### src/pll_bank_pkg.sv
/*
  Constants for the synthesizer front register bank: locations, field
  positions, reset values, serial frame layout and link timing.
  Assumes a single 25 MHz block clock that also stands for the reference.
*/
package pll_bank_pkg;
  // ****************************************
  // Register locations
  // ****************************************
  localparam logic [4:0]  ADDR_ID     = 5'h00;  // Identity (read) / read address (write)
  localparam logic [4:0]  ADDR_CTRL   = 5'h01;  // Reserved control word
  localparam logic [4:0]  ADDR_REFDIV = 5'h02;  // Reference divider
  localparam logic [4:0]  ADDR_INT    = 5'h03;  // Integer divide
  localparam logic [4:0]  ADDR_FRAC   = 5'h04;  // Fractional divide
  localparam logic [4:0]  ADDR_VCO    = 5'h05;  // Indirect subsystem access

  // ****************************************
  // Field positions and widths
  // ****************************************
  localparam int          RDADDR_MSB  = 4;      // Read address field top bit
  localparam int          SOFT_RST_BIT = 5;     // Soft reset strobe bit
  localparam int          CTRL_W      = 10;
  localparam int          REFDIV_W    = 14;
  localparam int          INT_W       = 19;
  localparam int          FRAC_W      = 24;
  localparam int          DATA_W      = 24;     // Host frame data bits
  localparam int          VCO_W       = 16;     // Indirect word width
  localparam int          SUB_ID_MSB  = 2;      // subsystem_id_field [2:0]
  localparam int          SUB_RA_MSB  = 6;      // subsystem_reg_addr_field [6:3]
  localparam int          SUB_DAT_LSB = 7;      // subsystem_data_field [15:7]
  localparam int          SUB_DAT_W   = 9;

  // ****************************************
  // Reset values
  // ****************************************
  localparam logic [9:0]  CTRL_RESET   = 10'h002;
  localparam logic [13:0] REFDIV_RESET = 14'h0001;
  localparam logic [18:0] INT_RESET    = 19'h00019;
  localparam logic [23:0] FRAC_RESET   = 24'h000000;
  localparam logic [15:0] VCO_RESET    = 16'h0000;

  // ****************************************
  // Host frame and link timing
  // ****************************************
  localparam logic [5:0]  FRAME_BITS  = 6'h20;  // 24 data + 5 address + 3 chip
  localparam logic [2:0]  CHIP_ADDR   = 3'h0;   // Chip address this device answers
  localparam int          REF_CLK_HZ  = 25_000_000;
  localparam int          FSM_MAX_HZ  = 50_000_000; // Link clock ceiling
  localparam int          FSM_DIV     = 4;      // Default reference divide for link

  // Link sequencer states
  typedef enum logic [0:0] {
    LINK_IDLE  = 1'b0,
    LINK_SHIFT = 1'b1
  } link_state_e;
endpackage

### src/vco_link_if.sv
/*
  Carrier between the register bank and the subsystem link sequencer.
  Assumes both ends sit on the same block clock.
*/
`timescale 1ns/1ps
interface vco_link_if;
  logic        reqValid;  // One-cycle request to forward reqWord
  logic [15:0] reqWord;   // Word to forward
  logic        busy;      // Link shifting or a word pending
  logic [15:0] sentWord;  // Word most recently sent

  modport bank (output reqValid, output reqWord, input busy, input sentWord);
  modport link (input reqValid, input reqWord, output busy, output sentWord);
endinterface

### src/pll_register_bank.sv
/*
  Front register bank of a clock synthesizer behind a 3-wire host port,
  with forwarding of the indirect word to the VCO subsystem.
  Assumes host pins are asynchronous to ref_clk and at least 4x slower.
*/
// Operation
// - Indirect word: id[2:0], addr[6:3], data[15:7]
// - Calibration rewrites only the data field
// - Each indirect write starts a forward
// - Indirect read returns last forwarded word
// - Manual reset word layout: tune, caps, select
// - Location zero reads fixed identity word
// - Location zero write sets read address
// - Bit five soft-resets the serial port
// - Reference divider 14 bits, resets to one
// - Integer divide 19 bits, resets to 25
// - Fractional divide 24 bits, resets zero
// - Control word ten bits, resets 002h
// - Link clock is reference over eight
// - Forwarded word goes MSB first
// - Frame: data, address, chip; commit on enable rise
`timescale 1ns/1ps
module pll_register_bank
  import pll_bank_pkg::*;
#(
  parameter logic [23:0] IDENTITY = 24'h5A0C31  // Arbitrary identity value
) (
  // Clock and reset
  input  wire logic                ref_clk,
  input  wire logic                rst_n,
  // Host serial port
  input  wire logic                sclk,
  input  wire logic                sdi,
  input  wire logic                serialEnable,
  output logic                     sdo,
  // Automatic calibration engine
  input  wire logic                calValid,
  input  wire logic [8:0]          calData,
  input  wire logic                refBufferEnable,
  // Register contents to the synthesizer core
  output logic [CTRL_W-1:0]        ctrlWord,
  output logic [REFDIV_W-1:0]      refDivider,
  output logic [INT_W-1:0]         intDivide,
  output logic [FRAC_W-1:0]        fracDivide,
  output logic                     refDividerActive,
  // Internal VCO serial link
  output logic                     linkClk,
  output logic                     linkData,
  output logic                     linkEnable,
  output logic                     linkBusy
);
  // ****************************************
  // Declarations
  // ****************************************
  logic [2:0]        sclkSync;     // Two stages plus edge history
  logic [2:0]        senSync;
  logic [1:0]        sdiSync;
  logic              sclkRise;
  logic              senRise;
  logic              senFall;
  logic [31:0]       frameReg;     // Incoming frame, MSB first
  logic [5:0]        bitCnt;       // Host bits seen this frame
  logic [23:0]       sdoShift;     // Read data going out
  logic [4:0]        readAddr_reg; // Open-mode read address
  logic [CTRL_W-1:0] ctrl_reg;
  logic [REFDIV_W-1:0] refDiv_reg;
  logic [INT_W-1:0]  int_reg;
  logic [FRAC_W-1:0] frac_reg;
  logic [VCO_W-1:0]  vco_reg;      // Staging copy of the indirect word
  logic              send_reg;     // Forward request pulse
  logic [23:0]       wrData;
  logic [4:0]        wrAddr;
  logic              wrEn;
  logic              softRst;
  logic              hostVcoWr;
  logic              calWr;
  logic [23:0]       readWord;

  vco_link_if lnkBus ();

  // ****************************************
  // Host pin synchronisers and edges
  // ****************************************
  // Pins are asynchronous; only the second stage onward is read
  always_ff @(posedge ref_clk or negedge rst_n) begin
    if (!rst_n) begin
      sclkSync <= 3'h0;
      senSync  <= 3'h7;
      sdiSync  <= 2'h0;
    end else begin
      sclkSync <= {sclkSync[1:0], sclk};
      senSync  <= {senSync[1:0], serialEnable};
      sdiSync  <= {sdiSync[0], sdi};
    end
  end

  assign sclkRise = sclkSync[1] && !sclkSync[2];
  assign senRise  = senSync[1] && !senSync[2];
  assign senFall  = !senSync[1] && senSync[2];

  // ****************************************
  // Frame decode
  // ****************************************
  assign wrData    = frameReg[31:8];
  assign wrAddr    = frameReg[7:3];
  // Only a full frame to our chip address is committed
  assign wrEn      = senRise && (bitCnt == FRAME_BITS) &&
                     (frameReg[2:0] == CHIP_ADDR);
  assign softRst   = wrEn && (wrAddr == ADDR_ID) && wrData[SOFT_RST_BIT];
  assign hostVcoWr = wrEn && (wrAddr == ADDR_VCO) && !softRst;
  assign calWr     = calValid && !hostVcoWr;  // Host write takes priority

  // Readback selection
  assign readWord =
      (readAddr_reg == ADDR_ID)     ? IDENTITY :
      (readAddr_reg == ADDR_CTRL)   ? 24'(ctrl_reg) :
      (readAddr_reg == ADDR_REFDIV) ? 24'(refDiv_reg) :
      (readAddr_reg == ADDR_INT)    ? 24'(int_reg) :
      (readAddr_reg == ADDR_FRAC)   ? frac_reg :
      (readAddr_reg == ADDR_VCO)    ? 24'(lnkBus.sentWord) :
                                      24'h000000;

  // ****************************************
  // Host shift logic
  // ****************************************
  // Frame start reloads readback; soft reset also clears the count
  always_ff @(posedge ref_clk or negedge rst_n) begin
    if (!rst_n) begin
      frameReg <= 32'h00000000;
      bitCnt   <= 6'h00;
      sdoShift <= 24'h000000;
    end else if (softRst) begin
      bitCnt   <= 6'h00;
    end else if (senFall) begin
      bitCnt   <= 6'h00;
      sdoShift <= readWord;
    end else if (sclkRise && !senSync[1]) begin
      frameReg <= {frameReg[30:0], sdiSync[1]};
      sdoShift <= {sdoShift[22:0], 1'b0};
      if (bitCnt != FRAME_BITS) bitCnt <= bitCnt + 6'h01;
    end
  end

  // Read data out from a flop, MSB first
  assign sdo = sdoShift[23];

  // ****************************************
  // Register file
  // ****************************************
  // Soft reset restores every default; identity is a constant
  always_ff @(posedge ref_clk or negedge rst_n) begin
    if (!rst_n) begin
      readAddr_reg <= 5'h00;
      ctrl_reg     <= CTRL_RESET;
      refDiv_reg   <= REFDIV_RESET;
      int_reg      <= INT_RESET;
      frac_reg     <= FRAC_RESET;
    end else if (softRst) begin
      readAddr_reg <= 5'h00;
      ctrl_reg     <= CTRL_RESET;
      refDiv_reg   <= REFDIV_RESET;
      int_reg      <= INT_RESET;
      frac_reg     <= FRAC_RESET;
    end else if (wrEn) begin
      case (wrAddr)
        ADDR_ID:     readAddr_reg <= wrData[RDADDR_MSB:0];
        ADDR_CTRL:   ctrl_reg     <= wrData[CTRL_W-1:0];
        ADDR_REFDIV: refDiv_reg   <= wrData[REFDIV_W-1:0];
        ADDR_INT:    int_reg      <= wrData[INT_W-1:0];
        ADDR_FRAC:   frac_reg     <= wrData[FRAC_W-1:0];
        default: ;  // Indirect word handled below; others unmapped
      endcase
    end
  end

  // ****************************************
  // Indirect word and forward request
  // ****************************************
  // Calibration keeps id and address, so the host must park them
  always_ff @(posedge ref_clk or negedge rst_n) begin
    if (!rst_n) begin
      vco_reg  <= VCO_RESET;
      send_reg <= 1'b0;
    end else if (softRst) begin
      vco_reg  <= VCO_RESET;
      send_reg <= 1'b0;
    end else if (hostVcoWr) begin
      vco_reg  <= wrData[VCO_W-1:0];
      send_reg <= 1'b1;
    end else if (calWr) begin
      vco_reg[VCO_W-1:SUB_DAT_LSB] <= calData;
      send_reg <= 1'b1;
    end else begin
      send_reg <= 1'b0;
    end
  end

  assign lnkBus.reqValid = send_reg;
  assign lnkBus.reqWord  = vco_reg;

  // ****************************************
  // Outputs to the core
  // ****************************************
  assign ctrlWord         = ctrl_reg;
  assign refDivider       = refDiv_reg;
  assign intDivide        = int_reg;
  assign fracDivide       = frac_reg;
  // Divider only counts with the reference buffer on
  assign refDividerActive = refBufferEnable && (refDiv_reg != 14'h0000);
  assign linkBusy         = lnkBus.busy;

  // Link sequencer at reference over four
  vco_serial_link #(
    .DIV (FSM_DIV)
  ) u_link (
    .ref_clk    (ref_clk),
    .rst_n      (rst_n),
    .lnk        (lnkBus),
    .linkClk    (linkClk),
    .linkData   (linkData),
    .linkEnable (linkEnable)
  );

  // ****************************************
  // Checks
  // ****************************************
  a_cal_fields_kept: assert property (@(posedge ref_clk) disable iff (!rst_n)
    calWr && !softRst |=> vco_reg[SUB_RA_MSB:0] == $past(vco_reg[SUB_RA_MSB:0])
    && vco_reg[VCO_W-1:SUB_DAT_LSB] == $past(calData) && send_reg)
    else $error("Calibration touched id or address");
  a_read_addr: assert property (@(posedge ref_clk) disable iff (!rst_n)
    wrEn && wrAddr == ADDR_ID && !softRst |=> readAddr_reg == $past(wrData[4:0]))
    else $error("Read address not stored");
  a_soft_defaults: assert property (@(posedge ref_clk) disable iff (!rst_n)
    softRst |=> ctrl_reg == 10'h002 && refDiv_reg == 14'h0001
    && int_reg == 19'h00019 && frac_reg == 24'h000000 && vco_reg == 16'h0000)
    else $error("Soft reset left a register changed");
  a_id_readback: assert property (@(posedge ref_clk) disable iff (!rst_n)
    senFall && readAddr_reg == ADDR_ID && !softRst |=> sdoShift == IDENTITY)
    else $error("Identity word not presented");
  a_refdiv_write: assert property (@(posedge ref_clk) disable iff (!rst_n)
    wrEn && wrAddr == ADDR_REFDIV && !softRst |=> refDiv_reg == $past(wrData[13:0]))
    else $error("Reference divider write lost");
  a_int_write: assert property (@(posedge ref_clk) disable iff (!rst_n)
    wrEn && wrAddr == ADDR_INT && !softRst |=> int_reg == $past(wrData[18:0]))
    else $error("Integer divide write lost");
  a_vco_forward: assert property (@(posedge ref_clk) disable iff (!rst_n)
    hostVcoWr |=> send_reg && vco_reg == $past(wrData[15:0]))
    else $error("Indirect write not forwarded");
  a_frame_commit: assert property (@(posedge ref_clk) disable iff (!rst_n)
    senRise && bitCnt != FRAME_BITS |-> !wrEn)
    else $error("Short frame committed");
  c_host_vco: cover property (@(posedge ref_clk) disable iff (!rst_n) hostVcoWr);
  c_cal_update: cover property (@(posedge ref_clk) disable iff (!rst_n) calWr);
  c_soft_reset: cover property (@(posedge ref_clk) disable iff (!rst_n) softRst);
endmodule

### src/vco_serial_link.sv
/*
  Internal serial link sequencer: shifts 16-bit words to the VCO subsystem.
  Assumes requests arrive from logic on the same clock.
*/
`timescale 1ns/1ps
module vco_serial_link
  import pll_bank_pkg::*;
#(
  parameter int DIV = FSM_DIV  // Block clock cycles per link tick
) (
  // Clock and reset
  input  wire logic ref_clk,
  input  wire logic rst_n,
  // Bank side
  vco_link_if.link  lnk,
  // Link pins
  output logic      linkClk,
  output logic      linkData,
  output logic      linkEnable
);
  // Link rate must stay under the ceiling; the tick divider is only 8 bits
  if (DIV < 1 || DIV > 256 || REF_CLK_HZ / DIV > FSM_MAX_HZ) begin : g_chk
    $error("Link divide gives a rate above the ceiling");
  end

  localparam int START_MAX = DIV + 1;  // Worst wait from request to enable

  logic [7:0]  divCnt;     // Tick divider
  logic        tick;       // One-cycle link clock enable
  link_state_e state;      // Sequencer state
  logic        pendValid;  // Held word waiting for the link
  logic [15:0] pendWord;
  logic [15:0] shiftReg;   // Outgoing word, MSB at the top
  logic [4:0]  bitCnt;     // Bits left
  logic        phase;      // 0: data set up, 1: clock high
  logic        startXfer;
  logic        lastBit;

  assign tick      = (divCnt == 8'(DIV - 1));
  assign startXfer = tick && (state == LINK_IDLE) && pendValid;
  assign lastBit   = (bitCnt == 5'h01);
  assign lnk.busy  = (state != LINK_IDLE) || pendValid;
  assign linkData  = shiftReg[VCO_W-1];
  assign linkEnable = (state == LINK_SHIFT);

  // ****************************************
  // Divider for the slower link rate
  // ****************************************
  always_ff @(posedge ref_clk or negedge rst_n) begin
    if (!rst_n) divCnt <= 8'h00;
    else if (tick) divCnt <= 8'h00;
    else divCnt <= divCnt + 8'h01;
  end

  // ****************************************
  // Pending slot: a new word waits while the link is busy
  // ****************************************
  always_ff @(posedge ref_clk or negedge rst_n) begin
    if (!rst_n) begin
      pendValid <= 1'b0;
      pendWord  <= VCO_RESET;
    end else if (lnk.reqValid) begin
      // A request in the start cycle wins, so it is never lost
      pendValid <= 1'b1;
      pendWord  <= lnk.reqWord;
    end else if (startXfer) begin
      pendValid <= 1'b0;
    end
  end

  // ****************************************
  // Shift sequencer, two ticks per bit
  // ****************************************
  always_ff @(posedge ref_clk or negedge rst_n) begin
    if (!rst_n) begin
      state        <= LINK_IDLE;
      shiftReg     <= VCO_RESET;
      bitCnt       <= 5'h00;
      phase        <= 1'b0;
      linkClk      <= 1'b0;
      lnk.sentWord <= VCO_RESET;
    end else if (tick) begin
      case (state)
        LINK_IDLE: begin
          if (pendValid) begin
            state        <= LINK_SHIFT;
            shiftReg     <= pendWord;
            lnk.sentWord <= pendWord;
            bitCnt       <= 5'(VCO_W);
            phase        <= 1'b0;
          end
        end
        LINK_SHIFT: begin
          phase   <= ~phase;
          linkClk <= ~phase;  // Subsystem samples on the rising link clock
          if (phase) begin
            shiftReg <= {shiftReg[VCO_W-2:0], 1'b0};
            bitCnt   <= bitCnt - 5'h01;
            if (lastBit) state <= LINK_IDLE;
          end
        end
        default: state <= LINK_IDLE;
      endcase
    end
  end

  // ****************************************
  // Checks
  // ****************************************
  a_start_latency: assert property (@(posedge ref_clk) disable iff (!rst_n)
    lnk.reqValid && !lnk.busy |-> ##[1:START_MAX] linkEnable)
    else $error("Forwarded word did not start");
  a_msb_first: assert property (@(posedge ref_clk) disable iff (!rst_n)
    startXfer |=> linkData == $past(pendWord[VCO_W-1]))
    else $error("First link bit is not the MSB");
  a_pending_hold: assert property (@(posedge ref_clk) disable iff (!rst_n)
    lnk.reqValid && linkEnable |=> pendValid && pendWord == $past(lnk.reqWord))
    else $error("Word sent while link busy was dropped");
  a_sent_word: assert property (@(posedge ref_clk) disable iff (!rst_n)
    startXfer |=> lnk.sentWord == $past(pendWord))
    else $error("Readback does not show the word sent");
  c_back_to_back: cover property (@(posedge ref_clk) disable iff (!rst_n)
    lnk.reqValid && linkEnable);
  c_full_word: cover property (@(posedge ref_clk) disable iff (!rst_n)
    $fell(linkEnable));
endmodule

### config.mk
export PLATFORM = sky130hd
export DESIGN_NAME = pll_register_bank
export DESIGN_NICKNAME = d
export VERILOG_FILES = /design/src/pll_bank_pkg.sv /design/src/vco_link_if.sv /design/src/pll_register_bank.sv /design/src/vco_serial_link.sv
export SDC_FILE = /design/constraint.sdc
export NUM_CORES = 1
export LEC_CHECK = 0
export ABC_AREA = 0
export BUFFER_PORTS_ARGS = -buffer_cell sky130_fd_sc_hd__buf_2
export CAP_MARGIN = 30
export CORE_ASPECT_RATIO = 1.4
export CORE_MARGIN = 3
export CORE_UTILIZATION = 61
export CTS_CLUSTER_SIZE = 14
export DETAILED_ROUTE_END_ITERATION = 7
export GPL_TIMING_DRIVEN = 0
export PLACE_DENSITY = 0.91
export SYNTH_ARGS = -nofsm -noshare
export SYNTH_HDL_FRONTEND = slang
export SYNTH_SLANG_ARGS = --single-unit
### constraint.sdc
create_clock -name ref_clk -period 7.6 [get_ports ref_clk]
set_input_delay 0.76 -clock ref_clk [delete_from_list [all_inputs] [get_ports ref_clk]]
set_output_delay 0.76 -clock ref_clk [all_outputs]
set_load 0.05 [all_outputs]
==> metrics.cfg, run 1 <==
[sta]
period_needed_ns = 3.134
relSlewSlack_pct = 27.23
final_hold_viol_count = 0
grt_setup_unrepaired = no
finalCritPeriodShare_pct = 41.24
worst_pin_slew_ns = 1.091
fmax_mhz = 319.0
drv_slew = 0
setup_viol = 0
finalWorstSetupSlack_ns = 4.466
final.setup.tns_ns = 0
fin_worst_skew_ns = 0.04473

[global_routing]
grt_pass1_wl_mm = 45.59
antenna_found_initial = 0
grt_pass1_vias = 8563
grt_remaining_overflow = 0
grt_use_total_pct = 31.97
grt_max_degree = 128

[placed_design]
place_ws_ns = 4.606
dpl-instance-area_sq_um = 10860
gp_congestion = 0.9908
portBuffers = 87
dpl.hpwl_mm = 20.91
dp.cells = 1233

[finish]
drive_above_1_share_pct = 20.62
regMostFlops = frameReg
seqCellArea_sq_um = 5615
nFillCells = 1122
antenna_cells = 0
largest_reg_flops = 32
multiInputGateArea_sq_um = 4134
final_nets = 1079
fin_area_sq_um = 11540
area_delta_synth_final_pct = 13.78
final_common_cell = dfrtp_1
final_cell_mix = dfrtp_1 (216), o21ai_0 (114), buf_2 (94), nand2_1 (88), mux2_2 (67)
final-instance-count-excl-fill = 1271

[synth]
synth_seq_area_share_pct = 55.37
syn_avg_cell_area_sq_um = 10.72
synth_seq_cells = 224
synth_area_sq_um = 10140
synth_top_area_share_pct = 53.29
synth_cell_types = 64
synth-main-ff-cell = dfrtp_1
ys_top_cells_by_area = dfrtp_1 (53%), mux2_2 (7.4%), o21ai_0 (5.6%), mux2i_1 (4.0%), nand2_1 (3.3%)
ys_async_sr_fraction_pct = 100.0
synth_enable_flop_cells = 0
synth_top_cell_by_area = dfrtp_1
syn-instance-count = 946
syn_nets = 967
synth_warnings = 0

[worst_setup_path]
r2r_slack_ns = 4.47
critPathLaunch = senSync[1]
crit_path_end_kind = flip-flop
critPathKind = flip-flop to flip-flop
r2r_cells = 6
worstPathRequired_ns = 7.97
worstPathArrival_ns = 3.51
critical_path.most_common_cell = buf_2
startpoint_type = flip-flop
critPathMaxFanout = 10
crit_end = fracDivide[16]
timing.rr.end = fracDivide[16]
crit_path_top_delay_cell = nor4_2
crit_chain = buf_2 -> or4b_1 -> buf_2 -> nor4_2 -> a22oi_1 -> a22o_1
critical-path-max-stage-delay_ns = 0.77
r2r-start = senSync[1]

[clock_tree]
postCtsHoldBufs = 0
cts_resized = 0
clk_latency_ns = 0.53
clockBufferDepth = 3
h-tree-depth = 1
path_clk_slew_ns = 0.06
clockRootBuffer = clkbuf_16
cts.sinks = 224
cts_tree = yes
cts_inserted_buffers = 22
post-cts-setup-buffer-count = 0

[die]
fp.dieH_um = 158.6
coreArea_sq_um = 16240
initial_core_util_pct = 62.45
rows = 55
io_pins = 89
dieWidth_um = 115.0
die_area_sq_um = 18230

[flow_run]
drv_cap = 0

[routing]
drc = 0
wirelength_mm = 29.06
routed_via_density = 6.684
initialDrtViolationCount = 1046
routedWlPerCell_um = 22.86
ant_nets = 0
vias = 8495
dr.pass1.iters = 6

[pwr]
cellLeakagePower_nw = 5.301
ir_drop_uv = 200.3
p_sw_share_pct = 25.47
p_seq_share_pct = 50.5
power.density_nw_per_um2 = 223.7
switchingPower_w = 0.0006574
power_frac_comb_pct = 9.3
p_clk_share_pct = 40.2
internal-power_w = 0.001924

[outcome]
status = complete, no violations

[worst_hold_path]
hp-class = primary input to asynchronous set/reset pin

cell usage after synthesis, drive strengths merged, types with 6 or more instances:
cell	n
nor3	17
nand4	6
nor4	8
buf	18
nand2	88
a21oi	45
dfstp	8
nand3b	6
or2	6
o211ai	6
mux2i	41
a22o	22
and3	6
or4	7
nor2b	8
o21ai	124
nand2b	11
a211oi	8
clkbuf	48
inv	28
a31oi	8
nor2	31
nand3	33
o22ai	8
mux2	67
dfrtp	216
area by class of cell:
type / instances / area share [%]
Buffer: 66 / 2.494
Clock buffer: 35 / 5.627
Clock inverter: 3 / 0.2277
Inverter: 28 / 0.9108
Multi-Input combinational cell: 628 / 35.82
Sequential cell: 224 / 48.66
Tap cell: 199 / 2.158
Timing Repair Buffer: 88 / 4.098
worst max-delay path: cells and delay by family, from the launching register on:
family                 cells  cell delay [ns]
AO/OA/AOI/OAI              2             0.91
buffers and inverters      2             0.37
flip-flops                 1             0.52
AND/OR/NAND/NOR            2             1.21
worst min-delay path by stage:
stage	start	endpoint	slack (ns)	cells past startpoint
floorplan	sclkSync[0]	sclkSync[1]	0.33	0
global placement	sclkSync[0]	sclkSync[1]	0.33	0
detailed placement	sclkSync[0]	sclkSync[1]	0.34	0
CTS	rst_n	u_link.shiftReg[11]	0.30	1
global route	rst_n	u_link.shiftReg[10]	0.32	1
finish	rst_n	u_link.shiftReg[11]	0.25	1
per-stage QoR:
| stage | hold WS [ns] | util (%) | total power (W) |
|---|---|---|---|
| 2_1_floorplan | 0.3312 | - | 0.001462 |
| 3_3_place_gp | 0.3341 | 66.66 | 0.001541 |
| 3_5_place_dp | 0.3405 | 66.90 | 0.001556 |
| 4_1_cts | 0.2954 | 71.06 | 0.002580 |
| 5_1_grt | 0.3246 | 71.06 | 0.002664 |
| 6_report | 0.2488 | 71.06 | 0.002581 |
per-layer routing:
| metal | global-route usage [%] | vias up | wire length [um] |
|---|---|---|---|
| met5 | 0 | - | 0 |
| met4 | 19.35 | 0 | 2057 |
| met3 | 4.106 | 156 | 2141 |
| met2 | 54.39 | 526 | 14590 |
| met1 | 38.65 | 4195 | 10270 |
| li1 | - | 3618 | - |
cells by family after synthesis:
family | Yosys count | share of synthesized area (%)
and+or+nand+nor | 251 | 12.90
DFF | 224 | 55.37
AOI/OAI and AO/OA | 255 | 14.98
xor gates and xnor gates | 9 | 0.7771
adders and majority gates | 5 | 0.6168
buffers and inverters | 94 | 3.874
muxes | 108 | 11.49
power groups by stage:
stage,Sequential (W),Clock (W),Combinational [W]
after CTS,0.00130,0.00104,0.000237
after global routing,0.00131,0.00109,0.000263
after global placement,0.00132,0,0.000222
final,0.00130,0.00104,0.000240
after floorplan,0.00131,0,0.000150
after detailed placement,0.00132,0,0.000236
Power figures use the tool's default switching activity.
==> run 2, diff against run 1 <==
CORE_UTILIZATION = 60   (was 61)
PLACE_DENSITY = 0.9   (was 0.91)
clock period = 2.9 ns   (was 7.6 ns; I/O delays follow)
==> run 2 against run 1 <==
Compared with the run above:
- critical path depth increased by 1
- largest power group unchanged
- count of clock-buffer cells in the layout shrank 6
- register-to-register slack lost 4.4 ns
- core utilization up 0.17 points
- clock skew is 0.032 ns lower
- highest routed layer unchanged
- routed wire length is 0.30% lower
- sequential cell count did not move
==> metrics.cfg, run 2 (synthesis results as in run 1) <==
[worst_setup_path]
startpoint_type = flip-flop
timing.rr.end = ctrlWord[8]
cp_top_family = simple AND/OR/NAND/NOR gates
worstPathRequired_ns = 3.33  ; -4.64 ns
critPathKind = flip-flop to flip-flop
critical_path.most_common_cell = buf_2
worstPathArrival_ns = 3.27  ; -0.24 ns
crit_chain = buf_2 -> or4b_1 -> buf_2 -> nor4_2 -> clkbuf_1 -> nand3_1 -> a21oi_1
r2r_slack_ns = 0.05  ; -4.41 ns
critPathBufInv = 3  ; +1
critical-path-max-stage-delay_ns = 0.53  ; -0.24 ns
critPathMaxFanout = 10  ; unchanged
crit_path_top_delay_cell = dfstp_2
r2r-start = senSync[1]
crit_path_end_kind = flip-flop
r2r_cells = 7  ; +1

[finish]
final_cell_mix = dfrtp_1 (216), o21ai_0 (113), buf_2 (94), nand2_1 (88), mux2_2 (67)
final_common_cell = dfrtp_1
final_nets = 1085  ; +0.56%
largest_reg_flops = 32  ; unchanged
antenna_cells = 0  ; unchanged
drive_above_1_share_pct = 21.59  ; +0.98 points
multiInputGateArea_sq_um = 4173  ; +0.94%
fin_area_sq_um = 11670  ; +1.1%
regMostFlops = frameReg
area_delta_synth_final_pct = 15.03
nFillCells = 1170  ; +4.3%
seqCellArea_sq_um = 5615  ; unchanged

[worst_hold_path]
min_to = lnkBus.reqWord[14]
hp-class = primary input to flip-flop
hold_start = calData[7]
min_delay_path_depth = 3

[routing]
ant_nets = 0  ; unchanged
dr.pass1.iters = 6  ; unchanged
drc = 0  ; unchanged
vias = 8375  ; -1.4%
initialDrtViolationCount = 859  ; -18%
wirelength_mm = 28.97  ; -0.30%
routedWlPerCell_um = 22.67  ; -0.84%
routed_via_density = 6.553  ; -2.0%

[outcome]
status = complete, no violations

[clock_tree]
clockRootBuffer = clkbuf_16
cts_tree = yes
clockBufferDepth = 3  ; unchanged
clk_latency_ns = 0.51  ; -0.02 ns
cts.sinks = 224  ; unchanged
cts_inserted_buffers = 22  ; unchanged
h-tree-depth = 1  ; unchanged
path_clk_slew_ns = 0.06  ; about the same

[global_routing]
grt_pass1_vias = 8538  ; -0.29%
grt_max_degree = 128  ; unchanged
grt_use_total_pct = 31.56  ; -0.41 points
grt_pass1_wl_mm = 45.77  ; +0.39%
grt_remaining_overflow = 0  ; unchanged
antenna_found_initial = 0  ; unchanged

[die]
initial_core_util_pct = 61.93  ; -0.52 points
dieWidth_um = 115.9  ; +0.79%
io_pins = 89  ; unchanged
die_area_sq_um = 18520  ; +1.6%
coreArea_sq_um = 16380  ; +0.85%
fp.dieH_um = 159.8  ; +0.80%
rows = 55  ; unchanged

[placed_design]
dpl.hpwl_mm = 20.59  ; -1.5%
place_ws_ns = -0.1639  ; -4.769 ns
portBuffers = 87  ; unchanged
gp_congestion = 1.018  ; +2.7%
dpl-instance-area_sq_um = 10860  ; unchanged

[sta]
period_needed_ns = 2.848  ; -0.2862 ns
finalCritPeriodShare_pct = 98.22  ; +57 points
hold_ws_ns = 0.1644  ; -0.08435 ns
drv_slew = 0  ; unchanged
final_hold_viol_count = 0  ; unchanged
finalWorstSetupSlack_ns = 0.05176  ; -4.414 ns
fin_worst_skew_ns = 0.01273  ; -0.03201 ns
relSlewSlack_pct = 26.89  ; -0.34 points
fmax_mhz = 351.1  ; +10%
final.setup.tns_ns = 0  ; unchanged
setup_viol = 0  ; unchanged
grt_setup_unrepaired = no
worst_pin_slew_ns = 1.097  ; +0.005170 ns

[flow_run]
drv_cap = 0  ; unchanged

[pwr]
cellLeakagePower_nw = 5.370  ; +1.3%
ir_drop_uv = 458.9  ; +130%
power.density_nw_per_um2 = 588.9  ; +160%

## run 2: cell count changes in the layout (fill, tap and decap cells not counted), sizes merged
cell | previous run | this run
buf | 106 | 107
bufinv | 0 | 1
clkbuf | 83 | 78
clkinv | 3 | 8
clkinvlp | 0 | 1
dlygate4sd3 | 0 | 4
## run 2: routing by layer
metal	vias to the layer above	GRT usage, %	wire, um
met5	-	0	0
met4	0	17.15	1886
met3	147	5.459	2247
met2	537	53.06	14570
met1	4072	38.10	10270
li1	3619	-	-
## run 2: metrics by stage
step | cells | utilization (%) | total power (W)
floorplan | 946 | - | 0.003831
global placement | 1232 | 66.10 | 0.004037
detailed placement | 1233 | 66.33 | 0.004077
CTS | 1276 | 70.99 | 0.006872
global route | 1278 | 71.23 | 0.007085
finish | 1278 | 71.23 | 0.006870
## run 2: worst max-delay path by stage
stage                     slack, ns                 end  cells after the start       start
after floorplan                0.41  lnkBus.reqWord[10]                      8  senSync[1]
after global placement        -2.17        intDivide[1]                      1       rst_n
after detailed placement      -0.16      fracDivide[21]                      6  senSync[1]
after CTS                      0.03         sdoShift[2]                      6  senSync[2]
after global routing          0.002         ctrlWord[8]                      7  senSync[1]
final                          0.05         ctrlWord[8]                      7  senSync[1]
## run 2: cell type report
type / instances / share of cell area, %
sequential: 224 / 48.13
multi-input combinational: 628 / 35.77
clock buffer: 29 / 5.384
timing repair buffer: 94 / 4.526
buffer: 66 / 2.488
tap: 199 / 2.134
inverter: 28 / 0.9009
clock inverter: 10 / 0.6650
## run 2: where the power goes
part           switching [W]  internal [W]
clock                0.00120       0.00161
combinational       0.000417      0.000230
sequential          0.000130       0.00328
## run 2: repair_timing
action | 4_1_cts | 5_1_grt
hold buffers | 4 | 0
endpoints found under the hold margin | 97 | 0
gates resized for setup | 2 | 7
setup buffers | 0 | 2
pin swaps | 0 | 2
setup endpoints to repair | 48 | 62
## run 2: worst register-to-register path, stage by stage (launching register included)
cell,delay [ns]
dfstp_2,0.53
buf_2,0.21
or4b_1,0.45
buf_2,0.20
nor4_2,0.44
clkbuf_1,0.52
nand3_1,0.23
a21oi_1,0.19
==> run 3, diff against run 2 <==
ABC_AREA = 1   (was 0)
==> run 3 against run 2 <==
Compared with the run above:
- routed wire length down 1.2%
- first-iteration DRC count grew 31%
- sequential cell count did not move
- clock power rose by 6%
- combinational power grew 33%
- worst setup slack better by 0.54 ns
- synthesized cell count grew 29%
- non-clock buffer count is 9 lower
- global-route usage is 0.27 points lower
- final cell count increased by 21%
- critical endpoint is now frameReg[11]
==> metrics.cfg, run 3 <==
[placed_design]
dp.cells = 1508  ; +22%
dpl-instance-area_sq_um = 10930  ; +0.63%
dpl.hpwl_mm = 20.48  ; -0.52%
portBuffers = 88  ; +1.1%
gp_congestion = 0.9738  ; -4.3%

[synth]
netlist_top_cells_count = nand2_1 (295), dfrtp_1 (216), o21ai_0 (159), inv_1 (138), nand3_1 (115)
yosysMostFrequentCell = nand2_1
ys_async_sr_fraction_pct = 100.0  ; unchanged
syn_nets = 1241  ; +28%
synth_enable_flop_cells = 0  ; unchanged
synth_area_sq_um = 10210  ; +0.63%
synth_cell_types = 38  ; -41%
synth_seq_area_share_pct = 55.02  ; -0.35 points
synth-main-ff-cell = dfrtp_1
synth_warnings = 0  ; unchanged
syn-instance-count = 1220  ; +29%
synth_top_area_share_pct = 52.96  ; -0.33 points
ys_top_cells_by_area = dfrtp_1 (53%), nand2_1 (11%), o21ai_0 (7.8%), nand3_1 (5.6%), inv_1 (5.1%)
synth_top_cell_by_area = dfrtp_1
synth_seq_cells = 224  ; unchanged
syn_avg_cell_area_sq_um = 8.366  ; -22%

[sta]
final_hold_viol_count = 0  ; unchanged
period_needed_ns = 2.312  ; -0.5359 ns
setup_viol = 0  ; unchanged
fin_worst_skew_ns = 0.01484  ; +0.002109 ns
finalCritPeriodShare_pct = 79.73  ; -18 points
hold_ws_ns = 0.1002  ; -0.06426 ns
relSlewSlack_pct = 44.55  ; +18 points
drv_slew = 0  ; unchanged
grt_setup_unrepaired = no
fmax_mhz = 432.5  ; +23%
worst_pin_slew_ns = 0.8318  ; -0.2649 ns

[global_routing]
grt_pass1_wl_mm = 45.88  ; +0.24%
grt_remaining_overflow = 0  ; unchanged
grt_pass1_vias = 9165  ; +7.3%
grt_max_degree = 115  ; -10%
grt_use_total_pct = 31.29  ; -0.27 points
antenna_found_initial = 0  ; unchanged

[finish]
final_nets = 1358  ; +25%
area_delta_synth_final_pct = 15.03  ; about the same
regMostFlops = frameReg
multiInputGateArea_sq_um = 3779  ; -9.4%
antenna_cells = 0  ; unchanged
largest_reg_flops = 32  ; unchanged
fin_area_sq_um = 11740  ; +0.63%
final_common_cell = nand2_1
seqCellArea_sq_um = 5615  ; unchanged
final-instance-count-excl-fill = 1552  ; +21%
nFillCells = 1207  ; +3.2%
drive_above_1_share_pct = 14.26  ; -7.3 points
fin_util_pct = 71.38  ; +0.15 points
final_cell_mix = nand2_1 (295), dfrtp_1 (216), o21ai_0 (159), inv_1 (138), nand3_1 (115)

[clock_tree]
clockRootBuffer = clkbuf_16
path_clk_slew_ns = 0.06  ; about the same
clockBufferDepth = 3  ; unchanged
cts_resized = 0  ; -2
cts_inserted_buffers = 22  ; unchanged
h-tree-depth = 1  ; unchanged
cts.sinks = 224  ; unchanged
clk_latency_ns = 0.52  ; about the same
cts_tree = yes

[worst_setup_path]
worstPathRequired_ns = 3.28  ; -0.05 ns
worstPathArrival_ns = 2.69  ; -0.58 ns
crit_path_end_kind = flip-flop
startpoint_type = flip-flop
critPathMaxFanout = 10  ; unchanged
critPathKind = flip-flop to flip-flop

[routing]
vias = 9197  ; +9.8%
ant_nets = 0  ; unchanged
initialDrtViolationCount = 1121  ; +31%
routedWlPerCell_um = 18.43  ; -19%
drc = 0  ; unchanged
routed_via_density = 5.926  ; -9.6%
dr.pass1.iters = 6  ; unchanged
wirelength_mm = 28.61  ; -1.2%

[flow_run]
drv_cap = 0  ; unchanged

[worst_hold_path]
hp-class = primary input to flip-flop

[die]
initial_core_util_pct = 62.05  ; +0.13 points
io_pins = 89  ; unchanged
rows = 55  ; unchanged
coreArea_sq_um = 16450  ; +0.42%
die_area_sq_um = 18630  ; +0.60%
fp.dieH_um = 160.3  ; +0.30%
dieWidth_um = 116.2  ; +0.30%

[pwr]
cellLeakagePower_nw = 5.823  ; +8.4%
total_power_w = 0.007537  ; +9.7%
power.density_nw_per_um2 = 642.0  ; +9.0%
ir_drop_uv = 545.1  ; +19%

[outcome]
status = complete, no violations

## run 3: changes by cell type after synthesis, sizes merged, moves of 37 or more
cell   delta
mux2     -59
nand4    +37
nand3    +83
inv     +119
o21ai    +62
mux2i    -41
nand2   +210
## run 3: cells by family (layout without fill, tap and decap cells)
family / after synthesis / in the layout / synth area share [%]
simple gates: 541 / 541 / 23.40
compound gates: 229 / 229 / 11.52
flops: 224 / 224 / 55.02
buf+inv: 206 / 339 / 7.956
mux: 8 / 8 / 0.8827
xor+xnor: 7 / 7 / 0.6007
fa+ha+maj: 5 / 5 / 0.6130
## run 3: cell type report
type	instances	area share, %
flip-flops and latches	224	47.83
multi-input cells	790	32.19
clock buffers	35	5.958
inverters	148	4.732
repair buffers	93	4.412
plain buffers	58	2.185
well taps	199	2.121
clock inverters	5	0.5755
## run 3: where the power goes
group | switching [W] | internal, W
registers | 0.000253 | 0.00346
logic | 0.000555 | 0.000309
clock network | 0.00121 | 0.00175
## run 3: layer usage
layer	global-route usage (%)	part of all wire (%)	routed length, um
met1	37.63	36	10280
met2	50.86	48	13790
met5	0	0	0
met4	19.74	7.3	2096
met3	6.106	8.5	2438
## run 3: stage by stage
stage	TNS [ns]	setup WS (ns)
2_1_floorplan	0	0.5838
3_3_place_gp	-474.95	-2.185
3_5_place_dp	0	0.6342
4_1_cts	0	0.5836
5_1_grt	0	0.3425
6_report	0	0.5877
## run 3: worst paths after layout
kind                             startpoint                   to  slack (ns)  cells after the start
worst max-delay path             senSync[2]         frameReg[11]        0.59                      7
worst min-delay path               calValid      lnkBus.reqValid        0.10                      3
worst max register to register   senSync[2]         frameReg[11]        0.59                      7
worst min register to register  sclkSync[0]          sclkSync[1]        0.34                      0
max in group asynchronous             rst_n          ctrlWord[8]        1.41                      3
min in group asynchronous             rst_n  u_link.shiftReg[10]        0.45                      2
## run 3: worst max-delay path, stage by stage (launching register included)
cell and delay (ns):
dfstp_2 0.54, inv_1 0.04, nor2_1 0.50, inv_2 0.24
nand2_1 0.13, buf_2 0.24, clkbuf_1 0.33, o21ai_0 0.15
## run 3: repair_timing
action / 4_1_cts / 5_1_grt
buffers inserted: 0 / 0
hold buffers: 4 / 0
hold endpoints to repair: 113 / 0
